### config.mk
export PLATFORM = sky130hd
export DESIGN_NAME = acr_config_core
export DESIGN_NICKNAME = d
export VERILOG_FILES = /design/src/acr_pkg.sv /design/src/acr_config_core.sv
export VERILOG_INCLUDE_DIRS = /design/src
export SDC_FILE = /design/constraint.sdc
export NUM_CORES = 1
export LEC_CHECK = 0
export BUFFER_PORTS_ARGS = -buffer_cell sky130_fd_sc_hd__buf_2
export CORE_MARGIN = 8
export CORE_UTILIZATION = 50
export CTS_BUF_LIST = sky130_fd_sc_hd__clkbuf_4 sky130_fd_sc_hd__clkbuf_8
export CTS_CLUSTER_SIZE = 40
export DETAILED_ROUTE_END_ITERATION = 8
export PLACE_DENSITY = 0.67
export SYNTH_ARGS = -nofsm -noshare
export SYNTH_HDL_FRONTEND = slang
export SYNTH_SLANG_ARGS = --single-unit
### constraint.sdc
create_clock -name sys_clk -period 191.4 [get_ports sys_clk]
set_clock_uncertainty 0.2 [all_clocks]
set_input_delay 19.14 -clock sys_clk [delete_from_list [all_inputs] [get_ports sys_clk]]
set_output_delay 19.14 -clock sys_clk [all_outputs]
set_load 0.05 [all_outputs]
### src/acr_params.svh
// Constants for the configuration register set and result codes
`ifndef ACR_PARAMS_SVH
`define ACR_PARAMS_SVH
// ==========================================
// Clock and time units
`define ACR_CLK_HZ 100000000
`define ACR_MS_PER_S 1000
`define ACR_GUARD_UNIT_MS 1
`define ACR_TIMER_UNIT_S 1
`define ACR_DISC_LEN 2'h3
// ==========================================
// Register numbers
`define ACR_N_ANSWER 8'h00
`define ACR_N_DISC_CHAR 8'h02
`define ACR_N_SETUP 8'h07
`define ACR_N_RECOVERY 8'h0A
`define ACR_N_GUARD 8'h0C
`define ACR_N_FLAGS 8'h0E
`define ACR_N_BAUD 8'h17
`define ACR_N_FLOW 8'h27
`define ACR_N_GROUP 8'h68
`define ACR_N_NODE 8'h69
`define ACR_N_IO 8'h6B
`define ACR_N_TXLEVEL 8'h6C
`define ACR_N_MONITOR 8'h6E
// ==========================================
// Storage slots
`define ACR_S_ANSWER 4'h0
`define ACR_S_DISC_CHAR 4'h1
`define ACR_S_SETUP 4'h2
`define ACR_S_RECOVERY 4'h3
`define ACR_S_GUARD 4'h4
`define ACR_S_FLAGS 4'h5
`define ACR_S_BAUD 4'h6
`define ACR_S_FLOW 4'h7
`define ACR_S_GROUP 4'h8
`define ACR_S_NODE 4'h9
`define ACR_S_IO 4'hA
`define ACR_S_TXLEVEL 4'hB
`define ACR_S_MONITOR 4'hC
`define ACR_S_NONE 4'hF
`define ACR_NSLOT 13
// ==========================================
// Factory defaults
`define ACR_D_ANSWER 8'h00
`define ACR_D_DISC_CHAR 8'h7E
`define ACR_D_SETUP 8'h0A
`define ACR_D_RECOVERY 8'h0A
`define ACR_D_GUARD 8'h14
`define ACR_D_FLAGS 8'h05
`define ACR_D_BAUD 8'h04
`define ACR_D_FLOW 8'h00
`define ACR_D_GROUP 8'h00
`define ACR_D_NODE 8'h01
`define ACR_D_IO 8'hC1
`define ACR_D_TXLEVEL 8'h00
`define ACR_D_MONITOR 8'h02
// ==========================================
// Field values and ranges
`define ACR_ANS_IGNORE 8'h00
`define ACR_ANS_AUTO 8'h01
`define ACR_ANS_BCAST 8'h80
`define ACR_FLOW_NONE 8'h00
`define ACR_FLOW_HW 8'h03
`define ACR_FLOW_SW 8'h04
`define ACR_FLAGS_MAX 8'h07
`define ACR_SEC_MAX 8'h3C
`define ACR_MON_MIN 8'h01
`define ACR_BAUD_MIN 8'h01
`define ACR_BAUD_MAX 8'h0A
`define ACR_NODE_MIN 8'h01
`define ACR_NODE_MAX 8'hFE
`define ACR_F_ECHO 0
`define ACR_F_QUIET 1
`define ACR_F_VERBOSE 2
`define ACR_IO_ANALOG 0
`define ACR_IO_DIR_LO 2
`define ACR_IO_DIR_HI 7
// ==========================================
// Result codes
`define ACR_RC_OK 4'h0
`define ACR_RC_CONNECT 4'h1
`define ACR_RC_RING 4'h2
`define ACR_RC_DISCONNECT 4'h3
`define ACR_RC_ERROR 4'h4
`define ACR_RC_NOCONN 4'h6
`define ACR_RC_BUSY 4'h7
`define ACR_RC_SORRY 4'h8
`define ACR_RC_WAIT 4'h9
`define ACR_NCODE 10
// ==========================================
// Command operations
`define ACR_OP_READ 2'h0
`define ACR_OP_WRITE 2'h1
`define ACR_OP_FACTORY 2'h2
`define ACR_OP_BCAST 2'h3
// ==========================================
// Host baud rates
`define ACR_B1 1200
`define ACR_B2 2400
`define ACR_B3 4800
`define ACR_B4 9600
`define ACR_B5 14400
`define ACR_B6 19200
`define ACR_B7 28800
`define ACR_B8 38400
`define ACR_B9 57600
`define ACR_B10 115200
`endif

### src/acr_pkg.sv
// Types and helper functions of the configuration register set
`include "acr_params.svh"
package acr_pkg;
   typedef enum logic [1:0] {G_QUIET, G_SEQ, G_TAIL} acr_guard_t;
   typedef logic [`ACR_NSLOT-1:0][7:0] acr_regs_t;
   typedef struct packed {
      acr_regs_t regs;
      acr_guard_t gst;
      logic [31:0] ms_div;
      logic [31:0] sec_div;
      logic ms_tick;
      logic sec_tick;
      logic [7:0] guard_cnt;
      logic [1:0] disc_cnt;
      logic setup_on;
      logic [7:0] setup_cnt;
      logic recov_on;
      logic [7:0] recov_cnt;
      logic [7:0] mon_cnt;
      logic [`ACR_NCODE-1:0] pend;
      logic resp_valid;
      logic [3:0] resp_code;
      logic resp_word;
      logic resp_read;
      logic [7:0] resp_data;
      logic answer;
      logic disc_req;
      logic mon_wake;
      logic bcast_on;
      logic tx_valid;
      logic [7:0] tx_byte;
      logic [16:0] baud_div;
      logic [5:0] dir_in;
      logic analog_mode;
      logic bcast_pu;
      logic grp_match;
   } acr_state_t;
   // Factory image of all registers
   function automatic acr_regs_t factory_regs();
      acr_regs_t r;
      r = '0;
      r[`ACR_S_ANSWER] = `ACR_D_ANSWER;
      r[`ACR_S_DISC_CHAR] = `ACR_D_DISC_CHAR;
      r[`ACR_S_SETUP] = `ACR_D_SETUP;
      r[`ACR_S_RECOVERY] = `ACR_D_RECOVERY;
      r[`ACR_S_GUARD] = `ACR_D_GUARD;
      r[`ACR_S_FLAGS] = `ACR_D_FLAGS;
      r[`ACR_S_BAUD] = `ACR_D_BAUD;
      r[`ACR_S_FLOW] = `ACR_D_FLOW;
      r[`ACR_S_GROUP] = `ACR_D_GROUP;
      r[`ACR_S_NODE] = `ACR_D_NODE;
      r[`ACR_S_IO] = `ACR_D_IO;
      r[`ACR_S_TXLEVEL] = `ACR_D_TXLEVEL;
      r[`ACR_S_MONITOR] = `ACR_D_MONITOR;
      return r;
   endfunction
   // Register number to storage slot
   function automatic logic [3:0] slot_of(input logic [7:0] n);
      case (n)
         `ACR_N_ANSWER: slot_of = `ACR_S_ANSWER;
         `ACR_N_DISC_CHAR: slot_of = `ACR_S_DISC_CHAR;
         `ACR_N_SETUP: slot_of = `ACR_S_SETUP;
         `ACR_N_RECOVERY: slot_of = `ACR_S_RECOVERY;
         `ACR_N_GUARD: slot_of = `ACR_S_GUARD;
         `ACR_N_FLAGS: slot_of = `ACR_S_FLAGS;
         `ACR_N_BAUD: slot_of = `ACR_S_BAUD;
         `ACR_N_FLOW: slot_of = `ACR_S_FLOW;
         `ACR_N_GROUP: slot_of = `ACR_S_GROUP;
         `ACR_N_NODE: slot_of = `ACR_S_NODE;
         `ACR_N_IO: slot_of = `ACR_S_IO;
         `ACR_N_TXLEVEL: slot_of = `ACR_S_TXLEVEL;
         `ACR_N_MONITOR: slot_of = `ACR_S_MONITOR;
         default: slot_of = `ACR_S_NONE;
      endcase
   endfunction
endpackage

### src/acr_config_core.sv
// Configuration register set, timers and result-code reporter
`timescale 1ns/1ps
`include "acr_params.svh"
module acr_config_core #(
   parameter int MS_CYCLES = (`ACR_CLK_HZ / `ACR_MS_PER_S) *
                             `ACR_GUARD_UNIT_MS,
   parameter int SEC_CYCLES = `ACR_CLK_HZ * `ACR_TIMER_UNIT_S
) (
   input wire logic sys_clk,
   input wire logic resetn,
   input wire logic cmd_valid,
   input wire logic [1:0] cmd_op,
   input wire logic [7:0] cmd_reg,
   input wire logic [7:0] cmd_data,
   input wire logic rx_char_valid,
   input wire logic [7:0] rx_char,
   input wire logic link_req_in,
   input wire logic link_dial,
   input wire logic link_connected,
   input wire logic link_broken,
   input wire logic link_restored,
   input wire logic link_failed,
   input wire logic link_unavailable,
   input wire logic poll_no_answer,
   input wire logic fault_event,
   input wire logic monitor_mode,
   input wire logic bcast_valid,
   input wire logic [7:0] bcast_byte,
   input wire logic bcast_end,
   input wire logic [7:0] peer_group,
   output logic resp_valid,
   output logic [3:0] resp_code,
   output logic resp_word,
   output logic resp_read,
   output logic [7:0] resp_data,
   output logic answer_link,
   output logic bcast_at_powerup,
   output logic disc_request,
   output logic [7:0] disc_char,
   output logic setup_active,
   output logic recovery_active,
   output logic monitor_wake,
   output logic host_tx_valid,
   output logic [7:0] host_tx_byte,
   output logic [16:0] baud_divisor,
   output logic [7:0] flow_select,
   output logic echo_on,
   output logic [7:0] node_address,
   output logic group_match,
   output logic analog_mode,
   output logic [5:0] line_is_input
);
   import acr_pkg::*;

   // =====================================================
   // Helper functions
   // Value legal for the slot
   function automatic logic in_range(input logic [3:0] s,
                                     input logic [7:0] v);
      case (s)
         `ACR_S_ANSWER: in_range = (v == `ACR_ANS_IGNORE) ||
            (v == `ACR_ANS_AUTO) || (v == `ACR_ANS_BCAST);
         `ACR_S_SETUP, `ACR_S_RECOVERY: in_range = (v <= `ACR_SEC_MAX);
         `ACR_S_FLAGS: in_range = (v <= `ACR_FLAGS_MAX);
         `ACR_S_BAUD: in_range = (v >= `ACR_BAUD_MIN) &&
            (v <= `ACR_BAUD_MAX);
         `ACR_S_FLOW: in_range = (v == `ACR_FLOW_NONE) ||
            (v == `ACR_FLOW_HW) || (v == `ACR_FLOW_SW);
         `ACR_S_NODE: in_range = (v >= `ACR_NODE_MIN) &&
            (v <= `ACR_NODE_MAX);
         `ACR_S_MONITOR: in_range = (v >= `ACR_MON_MIN) &&
            (v <= `ACR_SEC_MAX);
         `ACR_S_NONE: in_range = 1'b0;
         default: in_range = 1'b1;
      endcase
   endfunction

   // Baud selection to clock divisor
   function automatic logic [16:0] baud_div(input logic [7:0] v);
      int b;
      case (v)
         8'h01: b = `ACR_B1;
         8'h02: b = `ACR_B2;
         8'h03: b = `ACR_B3;
         8'h05: b = `ACR_B5;
         8'h06: b = `ACR_B6;
         8'h07: b = `ACR_B7;
         8'h08: b = `ACR_B8;
         8'h09: b = `ACR_B9;
         8'h0A: b = `ACR_B10;
         default: b = `ACR_B4;
      endcase
      return 17'(`ACR_CLK_HZ / b);
   endfunction

   // =====================================================
   // State
   acr_state_t q, d;
   logic [3:0] cslot;
   logic [7:0] v_io;
   logic [`ACR_NCODE-1:0] ev;
   logic [`ACR_NCODE-1:0] ev_clr;
   logic cmd_done;

   // =====================================================
   // Next-state logic
   always_comb begin
      d = q;
      cmd_done = 1'b0;
      ev = '0;
      ev_clr = '0;
      cslot = slot_of(cmd_reg);
      d.ms_tick = 1'b0;
      d.sec_tick = 1'b0;
      d.answer = 1'b0;
      d.disc_req = 1'b0;
      d.mon_wake = 1'b0;
      d.resp_valid = 1'b0;
      d.resp_read = 1'b0;
      d.tx_valid = 1'b0;

      // Millisecond and second tick dividers
      if (q.ms_div >= 32'(MS_CYCLES - 1)) begin
         d.ms_div = '0;
         d.ms_tick = 1'b1;
      end else begin
         d.ms_div = q.ms_div + 32'h1;
      end
      if (q.sec_div >= 32'(SEC_CYCLES - 1)) begin
         d.sec_div = '0;
         d.sec_tick = 1'b1;
      end else begin
         d.sec_div = q.sec_div + 32'h1;
      end

      // Register commands from the host
      if (cmd_valid) begin
         cmd_done = 1'b1;
         d.resp_valid = 1'b1;
         d.resp_word = q.regs[`ACR_S_FLAGS][`ACR_F_VERBOSE];
         d.resp_data = 8'h00;
         d.resp_code = `ACR_RC_OK;
         case (cmd_op)
            `ACR_OP_READ: begin
               if (cslot == `ACR_S_NONE) begin
                  d.resp_code = `ACR_RC_ERROR;
               end else begin
                  d.resp_read = 1'b1;
                  d.resp_data = q.regs[cslot];
               end
            end
            `ACR_OP_WRITE: begin
               if (in_range(cslot, cmd_data)) begin
                  d.regs[cslot] = cmd_data;
               end else begin
                  d.resp_code = `ACR_RC_ERROR;
               end
            end
            `ACR_OP_FACTORY: begin
               d.regs = factory_regs();
            end
            default: begin
               d.bcast_on = 1'b1;
            end
         endcase
         // Quiet flag hides result codes, not read data
         if (q.regs[`ACR_S_FLAGS][`ACR_F_QUIET] && !d.resp_read) begin
            d.resp_valid = 1'b0;
         end
      end

      // Broadcast forwarding to the host serial side
      if (q.bcast_on && bcast_valid) begin
         d.tx_valid = 1'b1;
         d.tx_byte = bcast_byte;
      end
      if (q.bcast_on && bcast_end) begin
         d.bcast_on = 1'b0;
      end

      // Incoming link request handling
      if (link_req_in) begin
         ev[`ACR_RC_RING] = 1'b1;
         d.answer = (q.regs[`ACR_S_ANSWER] == `ACR_ANS_AUTO);
      end

      // Link set-up timer
      if (link_dial) begin
         d.setup_on = 1'b1;
         d.setup_cnt = q.regs[`ACR_S_SETUP];
      end else if (q.setup_on && link_connected) begin
         d.setup_on = 1'b0;
      end else if (q.setup_on && q.setup_cnt == 8'h00) begin
         d.setup_on = 1'b0;
         ev[`ACR_RC_BUSY] = 1'b1;
      end else if (q.setup_on && q.sec_tick) begin
         d.setup_cnt = q.setup_cnt - 8'h01;
      end

      // Link recovery timer
      if (link_broken) begin
         d.recov_on = 1'b1;
         d.recov_cnt = q.regs[`ACR_S_RECOVERY];
      end else if (q.recov_on && link_restored) begin
         d.recov_on = 1'b0;
      end else if (q.recov_on && q.recov_cnt == 8'h00) begin
         d.recov_on = 1'b0;
         ev[`ACR_RC_DISCONNECT] = 1'b1;
      end else if (q.recov_on && q.sec_tick) begin
         d.recov_cnt = q.recov_cnt - 8'h01;
      end

      // Monitor wake interval
      if (!monitor_mode) begin
         d.mon_cnt = 8'h00;
      end else if (q.sec_tick) begin
         if (q.mon_cnt + 8'h01 >= q.regs[`ACR_S_MONITOR]) begin
            d.mon_cnt = 8'h00;
            d.mon_wake = 1'b1;
         end else begin
            d.mon_cnt = q.mon_cnt + 8'h01;
         end
      end

      // Disconnect sequence with guard periods
      case (q.gst)
         G_QUIET: begin
            if (rx_char_valid) begin
               d.guard_cnt = 8'h00;
            end else if (q.guard_cnt >= q.regs[`ACR_S_GUARD]) begin
               d.gst = G_SEQ;
               d.disc_cnt = 2'h0;
            end else if (q.ms_tick) begin
               d.guard_cnt = q.guard_cnt + 8'h01;
            end
         end
         G_SEQ: begin
            if (rx_char_valid) begin
               d.guard_cnt = 8'h00;
               if (rx_char == q.regs[`ACR_S_DISC_CHAR]) begin
                  d.disc_cnt = q.disc_cnt + 2'h1;
                  if (q.disc_cnt + 2'h1 == `ACR_DISC_LEN) begin
                     d.gst = G_TAIL;
                  end
               end else begin
                  d.gst = G_QUIET;
               end
            end
         end
         G_TAIL: begin
            if (rx_char_valid) begin
               d.gst = G_QUIET;
               d.guard_cnt = 8'h00;
            end else if (q.guard_cnt >= q.regs[`ACR_S_GUARD]) begin
               d.disc_req = 1'b1;
               d.gst = G_QUIET;
               d.guard_cnt = 8'h00;
            end else if (q.ms_tick) begin
               d.guard_cnt = q.guard_cnt + 8'h01;
            end
         end
         default: begin
            d.gst = G_QUIET;
         end
      endcase

      // Other link events
      ev[`ACR_RC_CONNECT] = link_connected;
      ev[`ACR_RC_ERROR] = fault_event;
      ev[`ACR_RC_NOCONN] = link_failed;
      ev[`ACR_RC_SORRY] = poll_no_answer;
      ev[`ACR_RC_WAIT] = link_unavailable;

      // Pending event report, lowest code first, after commands
      if (!cmd_done) begin
         for (int i = 0; i < `ACR_NCODE; i++) begin
            if (q.pend[i] && ev_clr == '0) begin
               ev_clr[i] = 1'b1;
               d.resp_code = 4'(i);
               d.resp_word = q.regs[`ACR_S_FLAGS][`ACR_F_VERBOSE];
               d.resp_data = 8'h00;
               d.resp_valid = !q.regs[`ACR_S_FLAGS][`ACR_F_QUIET];
            end
         end
      end
      // New events win over the clear of the same flag
      d.pend = (q.pend & ~ev_clr) | ev;

      // Derived configuration outputs
      v_io = d.regs[`ACR_S_IO];
      d.baud_div = baud_div(d.regs[`ACR_S_BAUD]);
      d.analog_mode = v_io[`ACR_IO_ANALOG];
      d.dir_in[3:0] = v_io[`ACR_IO_DIR_LO+3:`ACR_IO_DIR_LO];
      // Lines 4 and 5 forced to input while pins are analog
      d.dir_in[5:4] = v_io[`ACR_IO_DIR_HI:`ACR_IO_DIR_HI-1] |
                      {2{v_io[`ACR_IO_ANALOG]}};
      // Registered copies of the register compares
      d.bcast_pu = (d.regs[`ACR_S_ANSWER] == `ACR_ANS_BCAST);
      d.grp_match = (peer_group == d.regs[`ACR_S_GROUP]);
   end

   // =====================================================
   // State register
   always_ff @(posedge sys_clk or negedge resetn) begin
      if (!resetn) begin
         q <= '0;
         q.regs <= factory_regs();
         q.gst <= G_QUIET;
         q.baud_div <= 17'(`ACR_CLK_HZ / `ACR_B4);
         q.dir_in <= 6'h30;
         q.analog_mode <= 1'b1;
         q.resp_word <= 1'b1;
      end else begin
         q <= d;
      end
   end

   // =====================================================
   // Outputs, all from the state register
   assign resp_valid = q.resp_valid;
   assign resp_code = q.resp_code;
   assign resp_word = q.resp_word;
   assign resp_read = q.resp_read;
   assign resp_data = q.resp_data;
   assign answer_link = q.answer;
   // Follows the stored answer value on the same clock edge that writes it
   assign bcast_at_powerup = q.bcast_pu;
   assign disc_request = q.disc_req;
   assign disc_char = q.regs[`ACR_S_DISC_CHAR];
   assign setup_active = q.setup_on;
   assign recovery_active = q.recov_on;
   assign monitor_wake = q.mon_wake;
   assign host_tx_valid = q.tx_valid;
   assign host_tx_byte = q.tx_byte;
   assign baud_divisor = q.baud_div;
   assign flow_select = q.regs[`ACR_S_FLOW];
   assign echo_on = q.regs[`ACR_S_FLAGS][`ACR_F_ECHO];
   assign node_address = q.regs[`ACR_S_NODE];
   assign group_match = q.grp_match;
   assign analog_mode = q.analog_mode;
   assign line_is_input = q.dir_in;
endmodule

After elaboration in Yosys (flattened, before gate mapping)
Memories as Yosys holds them, arrays and structs flattened.
Cells that the tools add are included.
Widths: inputs -> output; s select.
{"block": "totals", "register_bits": 272, "romBits": 208, "in_bits": 58, "out_inout_bits": 80, "memories": 1}
{"block": "op_classes", "n_addsub": 7, "div": 1, "magnitude_cmp": 11, "eq_ne": 47, "n_mux": 119, "n_bitwise": 5, "reduce_logical": 61}
{"name": "(name not given)", "depth": 16, "width": 13, "read_ports": 1, "rd_clocked_by_memory_dff": 0, "wr": 0, "line_no": "acr_config_core.sv:81", "text": "case (v)"}
{"cell": "$mux 8", "n": 27}
{"cell": "$pmux 104 s2", "n": 1}
{"cell": "$bwmux 104", "n": 1}
{"cell": "$mux 104", "n": 1}
{"cell": "$mux 32", "n": 3}
{"cell": "$mux 88", "n": 1}
{"cell": "$mux 6", "n": 11}
{"cell": "$add 32x1->32 const B", "n": 2}
{"cell": "$mux 9", "n": 6}
{"cell": "$pmux 4 s13", "n": 1}
{"cell": "$mux 1", "n": 46}
{"cell": "$eq 8x7->1 const B", "n": 5}
{"cell": "$logic_not 8->1", "n": 5}
{"cell": "$bmux 8 s4", "n": 1}
{"cell": "$demux 8 s4", "n": 1}
{"cell": "$div 28x32->32 const A", "n": 1}
{"cell": "$ge 32x17->1 const B", "n": 1}
{"cell": "$ge 32x27->1 const B", "n": 1}
{"cell": "$eq 8x4->1 const B", "n": 3}
{"cell": "$pmux 8 s3", "n": 1}
{"cell": "$logic_and 1x1->1", "n": 22}
{"cell": "$mux 10", "n": 2}
{"cell": "$mux 2", "n": 9}
{"cell": "$ne 2x2->1 const B", "n": 9}
{"cell": "52 further kinds", "n": 90}

Logic depth before layout (Yosys ltp)
Gate-level depths: netlist of the first run.
{"block": "depth", "depth_word": 41, "mapped_depth": 408, "mapped_depth_nobuf": 371}

Worst setup path after synthesis of the first run
No wires, ideal clock.
{"block": "synth_path", "kind": "in2reg", "start": "in cmd_data[6]", "end": "reg q (netlist bit baud_divisor[0])", "setup_time_ns": 0.139, "arrival_ns": 88.814, "required_time_ns": 191.061, "slack_ns": 102.247, "cell_stages": 391, "path_buffers": 35, "cell_sequence": "buf_2 > or4_1 > a211oi_2 > nand2_1 > a31oi_1 > inv_1 > ha_1 > clkbuf_1 > o211ai_1 > o211ai_1 > nor2_1 > nor2_1 > nor2_1 > ha_1 > inv_1 > a21oi_1 > o2111ai_1 > nor2_1 > [... 355 more ...] > a211oi_2 > clkbuf_1 > o21ai_0 > ha_1 > a21oi_1 > nor2b_1 > o21ai_0 > nand2b_1 > a21oi_1 > nor2b_1 > o21ai_0 > nand2b_1 > a21oi_1 > o31ai_1 > nand2_1 > nor4b_1 > a22oi_1 > or4_1"}
{"element": "start, declared", "line_no": "acr_config_core.sv:14", "text": "input wire logic [7:0] cmd_data,"}
{"element": "end, declared", "line_no": "acr_config_core.sv:98", "text": "acr_state_t q, d;"}

==> results.tsv, run 1 <==
metric	value	unit
result of the run	finished, final reports clean	
count of flip-flops with a built-in enable after synthesis	0	
number of flip-flops and latches in the synthesized netlist	267	
number of standard cells after synthesis	4073	
sum of routed wire length over all layers	95820	um
Place WS	95.29	ns
highest fanout seen on the critical path	31	
H-tree levels	2	
Yosys top cell by area	sky130_fd_sc_hd__dfrtp_1	
share of flip-flops with an asynchronous set or reset after synthesis	100.0	%
first-pass GRT wire length	153600	um
slowest stage cell, crit path	sky130_fd_sc_hd__nor4_4	
simple-gate share of the synthesized area	23.66	%
MaxCap Viol Count	0	
I/O pin count	138	
multiplexer fraction of the synthesized cell area	4.076	%
number of iterations in the first detailed-routing pass	6	
Most used DFF post-synth	sky130_fd_sc_hd__dfrtp_1	
Synth-to-Final Area Change	7.118	%
post-synthesis compound-gate area fraction	26.94	%
area of all placed cells without fillers	0.03384	sq mm
CTS root buffer	sky130_fd_sc_hd__clkbuf_8	
clock tree from TritonCTS	yes	
RSZ-0062 raised after global routing	no	
remaining routing DRC violations	0	
highest clock frequency the design can meet	0.01032	GHz
half-perimeter wire length of the detailed placement result	72100	um
number of instances resized during post-cts repair	0	
Post-Synthesis Cell Area	0.03159	sq mm
overall die width	267.3	um
Hold Fails Final Rpt	0	
CTS Hold Bufs	0	
worst hold path class	reg2reg	
Vias	30730	
clock buffer depth	3	
endpoint type of the worst setup path	flip-flop	
worst hold path stage count	1	
Setup Viol. Count Final	0	
largest family of logic cells by synthesized area	compound AO/OA/AOI/OAI gates	
final net count	4465	
GRT Total Usage	25.86	%
1st-iter DRT viols	2364	
Core Rows	92	
number of distinct library cells after synthesis	119	
height of the chip	267.3	um
detailed-route vias per instance	6.148	
total number of clock tree sinks	267	
floorplan die area	0.07147	sq mm
setup TNS	0	ns
total number of yosys warnings	0	
maximum number of pins on one net before global-route repair	167	
number of global-route vias before repair	29360	
leading cell types by total area after synthesis	sky130_fd_sc_hd__dfrtp_1 (19%), sky130_fd_sc_hd__ha_1 (12%), sky130_fd_sc_hd__nor2_1 (4.8%)	
mean area per synthesized cell	7.755	sq um
depth of the most critical reg-to-reg path	358	
final non-filler cell total	4999	
final worst path period share	50.64	%
overall overflow remaining after global route	0	
post-route setup slack	94.47	ns
sequential area share after synthesis	21.26	%
area of the core	0.06274	sq mm
required time at the worst-slack endpoint	191.71	ns
Most common cell on crit path	sky130_fd_sc_hd__a21oi_1	
input/output buffers	137	
measured slew at the worst slew-check pin	1.112	ns
slew margin rel.	25.64	%
CTS clock-pin slew for the worst setup and hold paths	0.07	ns
worst endpoint data arrival time	97.24	ns
kind of launch point of the worst setup path	input pin	
residual antenna-violating net count after detailed routing	0	
number of buffers created by CTS	47	
Skew-Pair Late Insertion Delay	0.63	ns
drt wl/cell	19.17	um
minimum period implied by the final worst setup slack	96.93	ns
number of placed instances, taps included	4909	
Slew Viols, Final	0	
Initial Utilization	50.35	%
slowest cell delay on critical path	0.73	ns
WS Path Type	in2reg	
initial antenna violation count	1	
fraction of synthesized cell area taken by the top area cell type	18.93	%
share of post-route cells with drive strength above 1	11.47	%
dpl cell area	0.03267	sq mm
xor and xnor fraction of the mapped netlist area	6.960	%
Adder-Cell Fraction of Synth Area	11.81	%
gp weighted congestion	0.9642	
number of buffers added for setup after CTS	0	
## state kept, by name (all words and copies together) (netlist names), 4 cells and up
signal	flops
baud_divisor	17
q	188
node_address	8
resp_data	8
disc_char	8
line_is_input	6
host_tx_byte	8
resp_code	4
flow_select	8
## layout make-up
| type | instances | area [sq um] |
|---|---|---|
| clock inverters | 16 | 254.0 |
| well taps | 846 | 1059 |
| inverters | 168 | 630.6 |
| flip-flops and latches | 267 | 6716 |
| fillers | 6045 | 28900 |
| multi-input cells | 3461 | 23330 |
| clock buffers | 71 | 902.1 |
| repair buffers | 167 | 933.4 |
| diodes | 3 | 7.507 |
## layer usage
| layer | global-route usage [%] | vias to the layer above | share of wire (%) |
|---|---|---|---|
| li1 | - | 15030 | - |
| met5 | 0 | - | 0 |
| met1 | 33.80 | 14430 | 44 |
| met3 | 2.910 | 224 | 5.7 |
| met4 | 10.66 | 0 | 4.2 |
| met2 | 43.20 | 1045 | 46 |
## path summary, 6_finish.rpt
kind	slack (ns)	startpoint	endpoint
max	94.47	cmd_op[0]	baud_divisor[0]
min	0.28	q[35]	q[35]
max reg2reg	114.09	q[217]	baud_divisor[0]
min reg2reg	0.28	q[35]	q[35]
max in group asynchronous	171.24	resetn	baud_divisor[6]
min in group asynchronous	18.36	resetn	q[136]
## cells in the mapped netlist, drive strengths merged (58+ instances only)
cell / number
o21a: 63
a21o: 105
nand3: 112
mux2: 76
nor2: 405
ha: 291
inv: 168
and2: 78
dfrtp: 239
nand2: 358
clkbuf: 105
o21ai: 300
o22ai: 58
nor3: 112
nand2b: 93
xnor2: 159
xor2: 92
buf: 95
a21oi: 300
## worst max-delay path, delay by kind of cell
| kind | cells | cell delay [ns] |
|---|---|---|
| buf+inv | 20 | 4.09 |
| mux | 5 | 1.68 |
| fa+ha+maj | 29 | 9.99 |
| simple gates | 112 | 23.58 |
| compound gates | 196 | 38.62 |
## layout by cell type, fill, tap and decap left out, types with 105 or more instances in the layout
master and instances:
sky130_fd_sc_hd__nand2_1 358, sky130_fd_sc_hd__o21ai_0 279, sky130_fd_sc_hd__ha_1 291, sky130_fd_sc_hd__inv_1 155, sky130_fd_sc_hd__dfrtp_1 239, sky130_fd_sc_hd__a21oi_1 293
sky130_fd_sc_hd__xnor2_1 159, sky130_fd_sc_hd__a21o_1 105, sky130_fd_sc_hd__nand3_1 111, sky130_fd_sc_hd__nor2_1 400, sky130_fd_sc_hd__buf_2 136, sky130_fd_sc_hd__nor3_1 105
## per-stage QoR
step,hold slack [ns],util (%)
after floorplan,0.2207,-
after global placement,0.2623,52.08
after detailed placement,0.2644,52.08
after CTS,0.2758,53.92
after global routing,0.2769,53.93
final,0.2758,53.93
## logic make-up (layout without fill, tap and decap cells)
logic type | count (synthesis) | count (layout)
adders and majority gates | 296 | 296
DFF | 267 | 267
muxes | 118 | 118
other | 1 | 27
AOI/OAI and AO/OA | 1279 | 1279
and+or+nand+nor | 1493 | 1493
xor gates and xnor gates | 251 | 251
buffers and inverters | 368 | 422
Power of run 1 is not shown: default switching activity piles up to over one toggle a cycle in this logic, so the estimate is an artifact.
==> inputs of run 2 (changes only) <==
--- a/config.mk
+++ b/config.mk
@@ -12,7 +12,7 @@
 export CTS_BUF_LIST = sky130_fd_sc_hd__clkbuf_4 sky130_fd_sc_hd__clkbuf_8
 export CTS_CLUSTER_SIZE = 40
 export DETAILED_ROUTE_END_ITERATION = 8
-export PLACE_DENSITY = 0.67
+export PLACE_DENSITY = 0.69
 export SYNTH_ARGS = -nofsm -noshare
 export SYNTH_HDL_FRONTEND = slang
 export SYNTH_SLANG_ARGS = --single-unit
==> constraint.sdc (replaced) <==
create_clock -name sys_clk -period 83.1 [get_ports sys_clk]
set_clock_uncertainty 0.2 [all_clocks]
set_input_delay 8.31 -clock sys_clk [delete_from_list [all_inputs] [get_ports sys_clk]]
set_output_delay 8.31 -clock sys_clk [all_outputs]
set_load 0.05 [all_outputs]
==> results.tsv, run 2 (same netlist as run 1, synthesis figures left out) <==
metric	value	unit
detailed-route vias per instance	6.163	
number of buffers created by CTS	48	
CTS clock-pin slew for the worst setup and hold paths	0.06	ns
I/O pin count	138	
endpoint type of the worst setup path	flip-flop	
clock tree from TritonCTS	yes	
Slew Viols, Final	0	
sum of routed wire length over all layers	97070	um
number of global-route vias before repair	29280	
CTS Hold Bufs	0	
most common cell after layout, fill and taps aside	sky130_fd_sc_hd__nor2_1	
Core Rows	92	
first-pass GRT wire length	153300	um
residual antenna-violating net count after detailed routing	0	
leading cell types in the layout, fill and taps excluded	sky130_fd_sc_hd__nor2_1 (394), sky130_fd_sc_hd__nand2_1 (357), sky130_fd_sc_hd__ha_1 (287)	
area of the core	0.06274	sq mm
floorplan die area	0.07147	sq mm
final core utilization	55.26	%
number of iterations in the first detailed-routing pass	6	
required time at the worst-slack endpoint	83.38	ns
Hold Fails Final Rpt	0	
overall die width	267.3	um
height of the chip	267.3	um
Synth-to-Final Area Change	9.752	%
clock buffer depth	3	
final worst path period share	93.44	%
Skew-Pair Late Insertion Delay	0.66	ns
result of the run	finished, final reports clean	
input/output buffers	137	
Most common cell on crit path	sky130_fd_sc_hd__a21oi_1	
overall overflow remaining after global route	0	
WS Path Type	in2reg	
measured slew at the worst slew-check pin	1.189	ns
H-tree levels	2	
MaxCap Viol Count	0	
# fillers	6006	
Most flops, register	q	
minimum period implied by the final worst setup slack	77.65	ns
kind of launch point of the worst setup path	input pin	
half-perimeter wire length of the detailed placement result	72160	um
Initial Utilization	50.35	%
share of post-route cells with drive strength above 1	14.40	%
slew margin rel.	19.92	%
final net count	4516	
worst endpoint data arrival time	77.94	ns
GRT Total Usage	25.85	%
highest clock frequency the design can meet	0.01288	GHz
total number of clock tree sinks	267	
maximum number of pins on one net before global-route repair	73	
gp weighted congestion	0.9573	
worst hold path class	reg2reg	
remaining routing DRC violations	0	
CTS root buffer	sky130_fd_sc_hd__clkbuf_8	
1st-iter DRT viols	2465	
drt wl/cell	19.21	um
Setup Viol. Count Final	0	
Vias	31140	
highest fanout seen on the critical path	31	
max reg flops	188	
initial antenna violation count	2	
slowest stage cell, crit path	sky130_fd_sc_hd__or4_4	
slowest cell delay on critical path	0.63	ns
-- run 2: cell types whose count changed in the layout (fill, tap and decap cells not counted), moves of 5 or more --
cell and change:
sky130_fd_sc_hd__a21oi_1 -11, sky130_fd_sc_hd__a21oi_2 +6, sky130_fd_sc_hd__a21oi_4 +5, sky130_fd_sc_hd__a31oi_1 -7
sky130_fd_sc_hd__buf_4 +44, sky130_fd_sc_hd__clkbuf_4 +6, sky130_fd_sc_hd__nor2_1 -6, sky130_fd_sc_hd__o21ai_0 -10
sky130_fd_sc_hd__o21ai_1 +5, sky130_fd_sc_hd__o21ai_2 +5
-- run 2: area by class of cell --
class / instances / area, sq um / area share, %
multi-input combinational: 3462 / 23830 / 68.74
sequential: 267 / 6716 / 19.37
timing repair buffer: 216 / 1335 / 3.851
tap: 846 / 1059 / 3.053
clock buffer: 72 / 884.6 / 2.552
inverter: 168 / 649.4 / 1.873
clock inverter: 17 / 181.4 / 0.5233
antenna: 4 / 10.01 / 0.02887
-- run 2: layer usage --
layer  track usage, %  vias up  routed length, um
li1                 -    15170                  -
met1            33.18    14700              42090
met2            44.01     1043              45790
met3            3.406      228               5875
met4            9.675        0               3318
met5                0        -                  0
-- run 2: final timing paths --
kind                               from         endpoint  slack, ns  cells after the start
setup / recovery            cmd_data[4]  baud_divisor[0]       5.45                    360
hold / removal             resp_data[2]     resp_data[2]       0.27                      2
setup reg to reg                 q[218]  baud_divisor[0]      13.65                    359
hold reg to reg            resp_data[2]     resp_data[2]       0.27                      2
max in group asynchronous        resetn            q[35]      72.98                      3
min in group asynchronous        resetn           q[156]       7.40                      1
-- run 2: worst max-delay path: cells and delay by family --
kind                       cells  cell delay (ns)
AOI/OAI and AO/OA            195            34.97
adders and majority gates     27             8.00
buffers and inverters         25             4.31
muxes                          7             2.17
and+or+nand+nor              106            19.99
-- run 2: stage by stage --
| step | TNS (ns) | setup WS, ns | instance area, sq um | hold WS (ns) | cells |
|---|---|---|---|---|---|
| finish | 0 | 5.449 | 34670 | 0.2680 | 5052 |
| global route | -0.4064 | -0.4064 | 34660 | 0.2950 | 5050 |
| global placement | 0 | 1.811 | 32730 | 0.2668 | 4919 |
| detailed placement | -0.3831 | -0.3831 | 32730 | 0.2566 | 4919 |
| CTS | 0 | 0.01739 | 33810 | 0.2703 | 5008 |
| floorplan | 0 | 4.777 | 31670 | 0.2207 | 4096 |
-- run 2: repair_timing --
item | 4_1_cts | 5_1_grt
resized for setup | 1 | 125
buffers inserted | 0 | 39
endpoints found under the setup margin | 1 | 3
cloned | 0 | 1
pin swaps | 0 | 10
Power of run 2 is left out for the same reason.
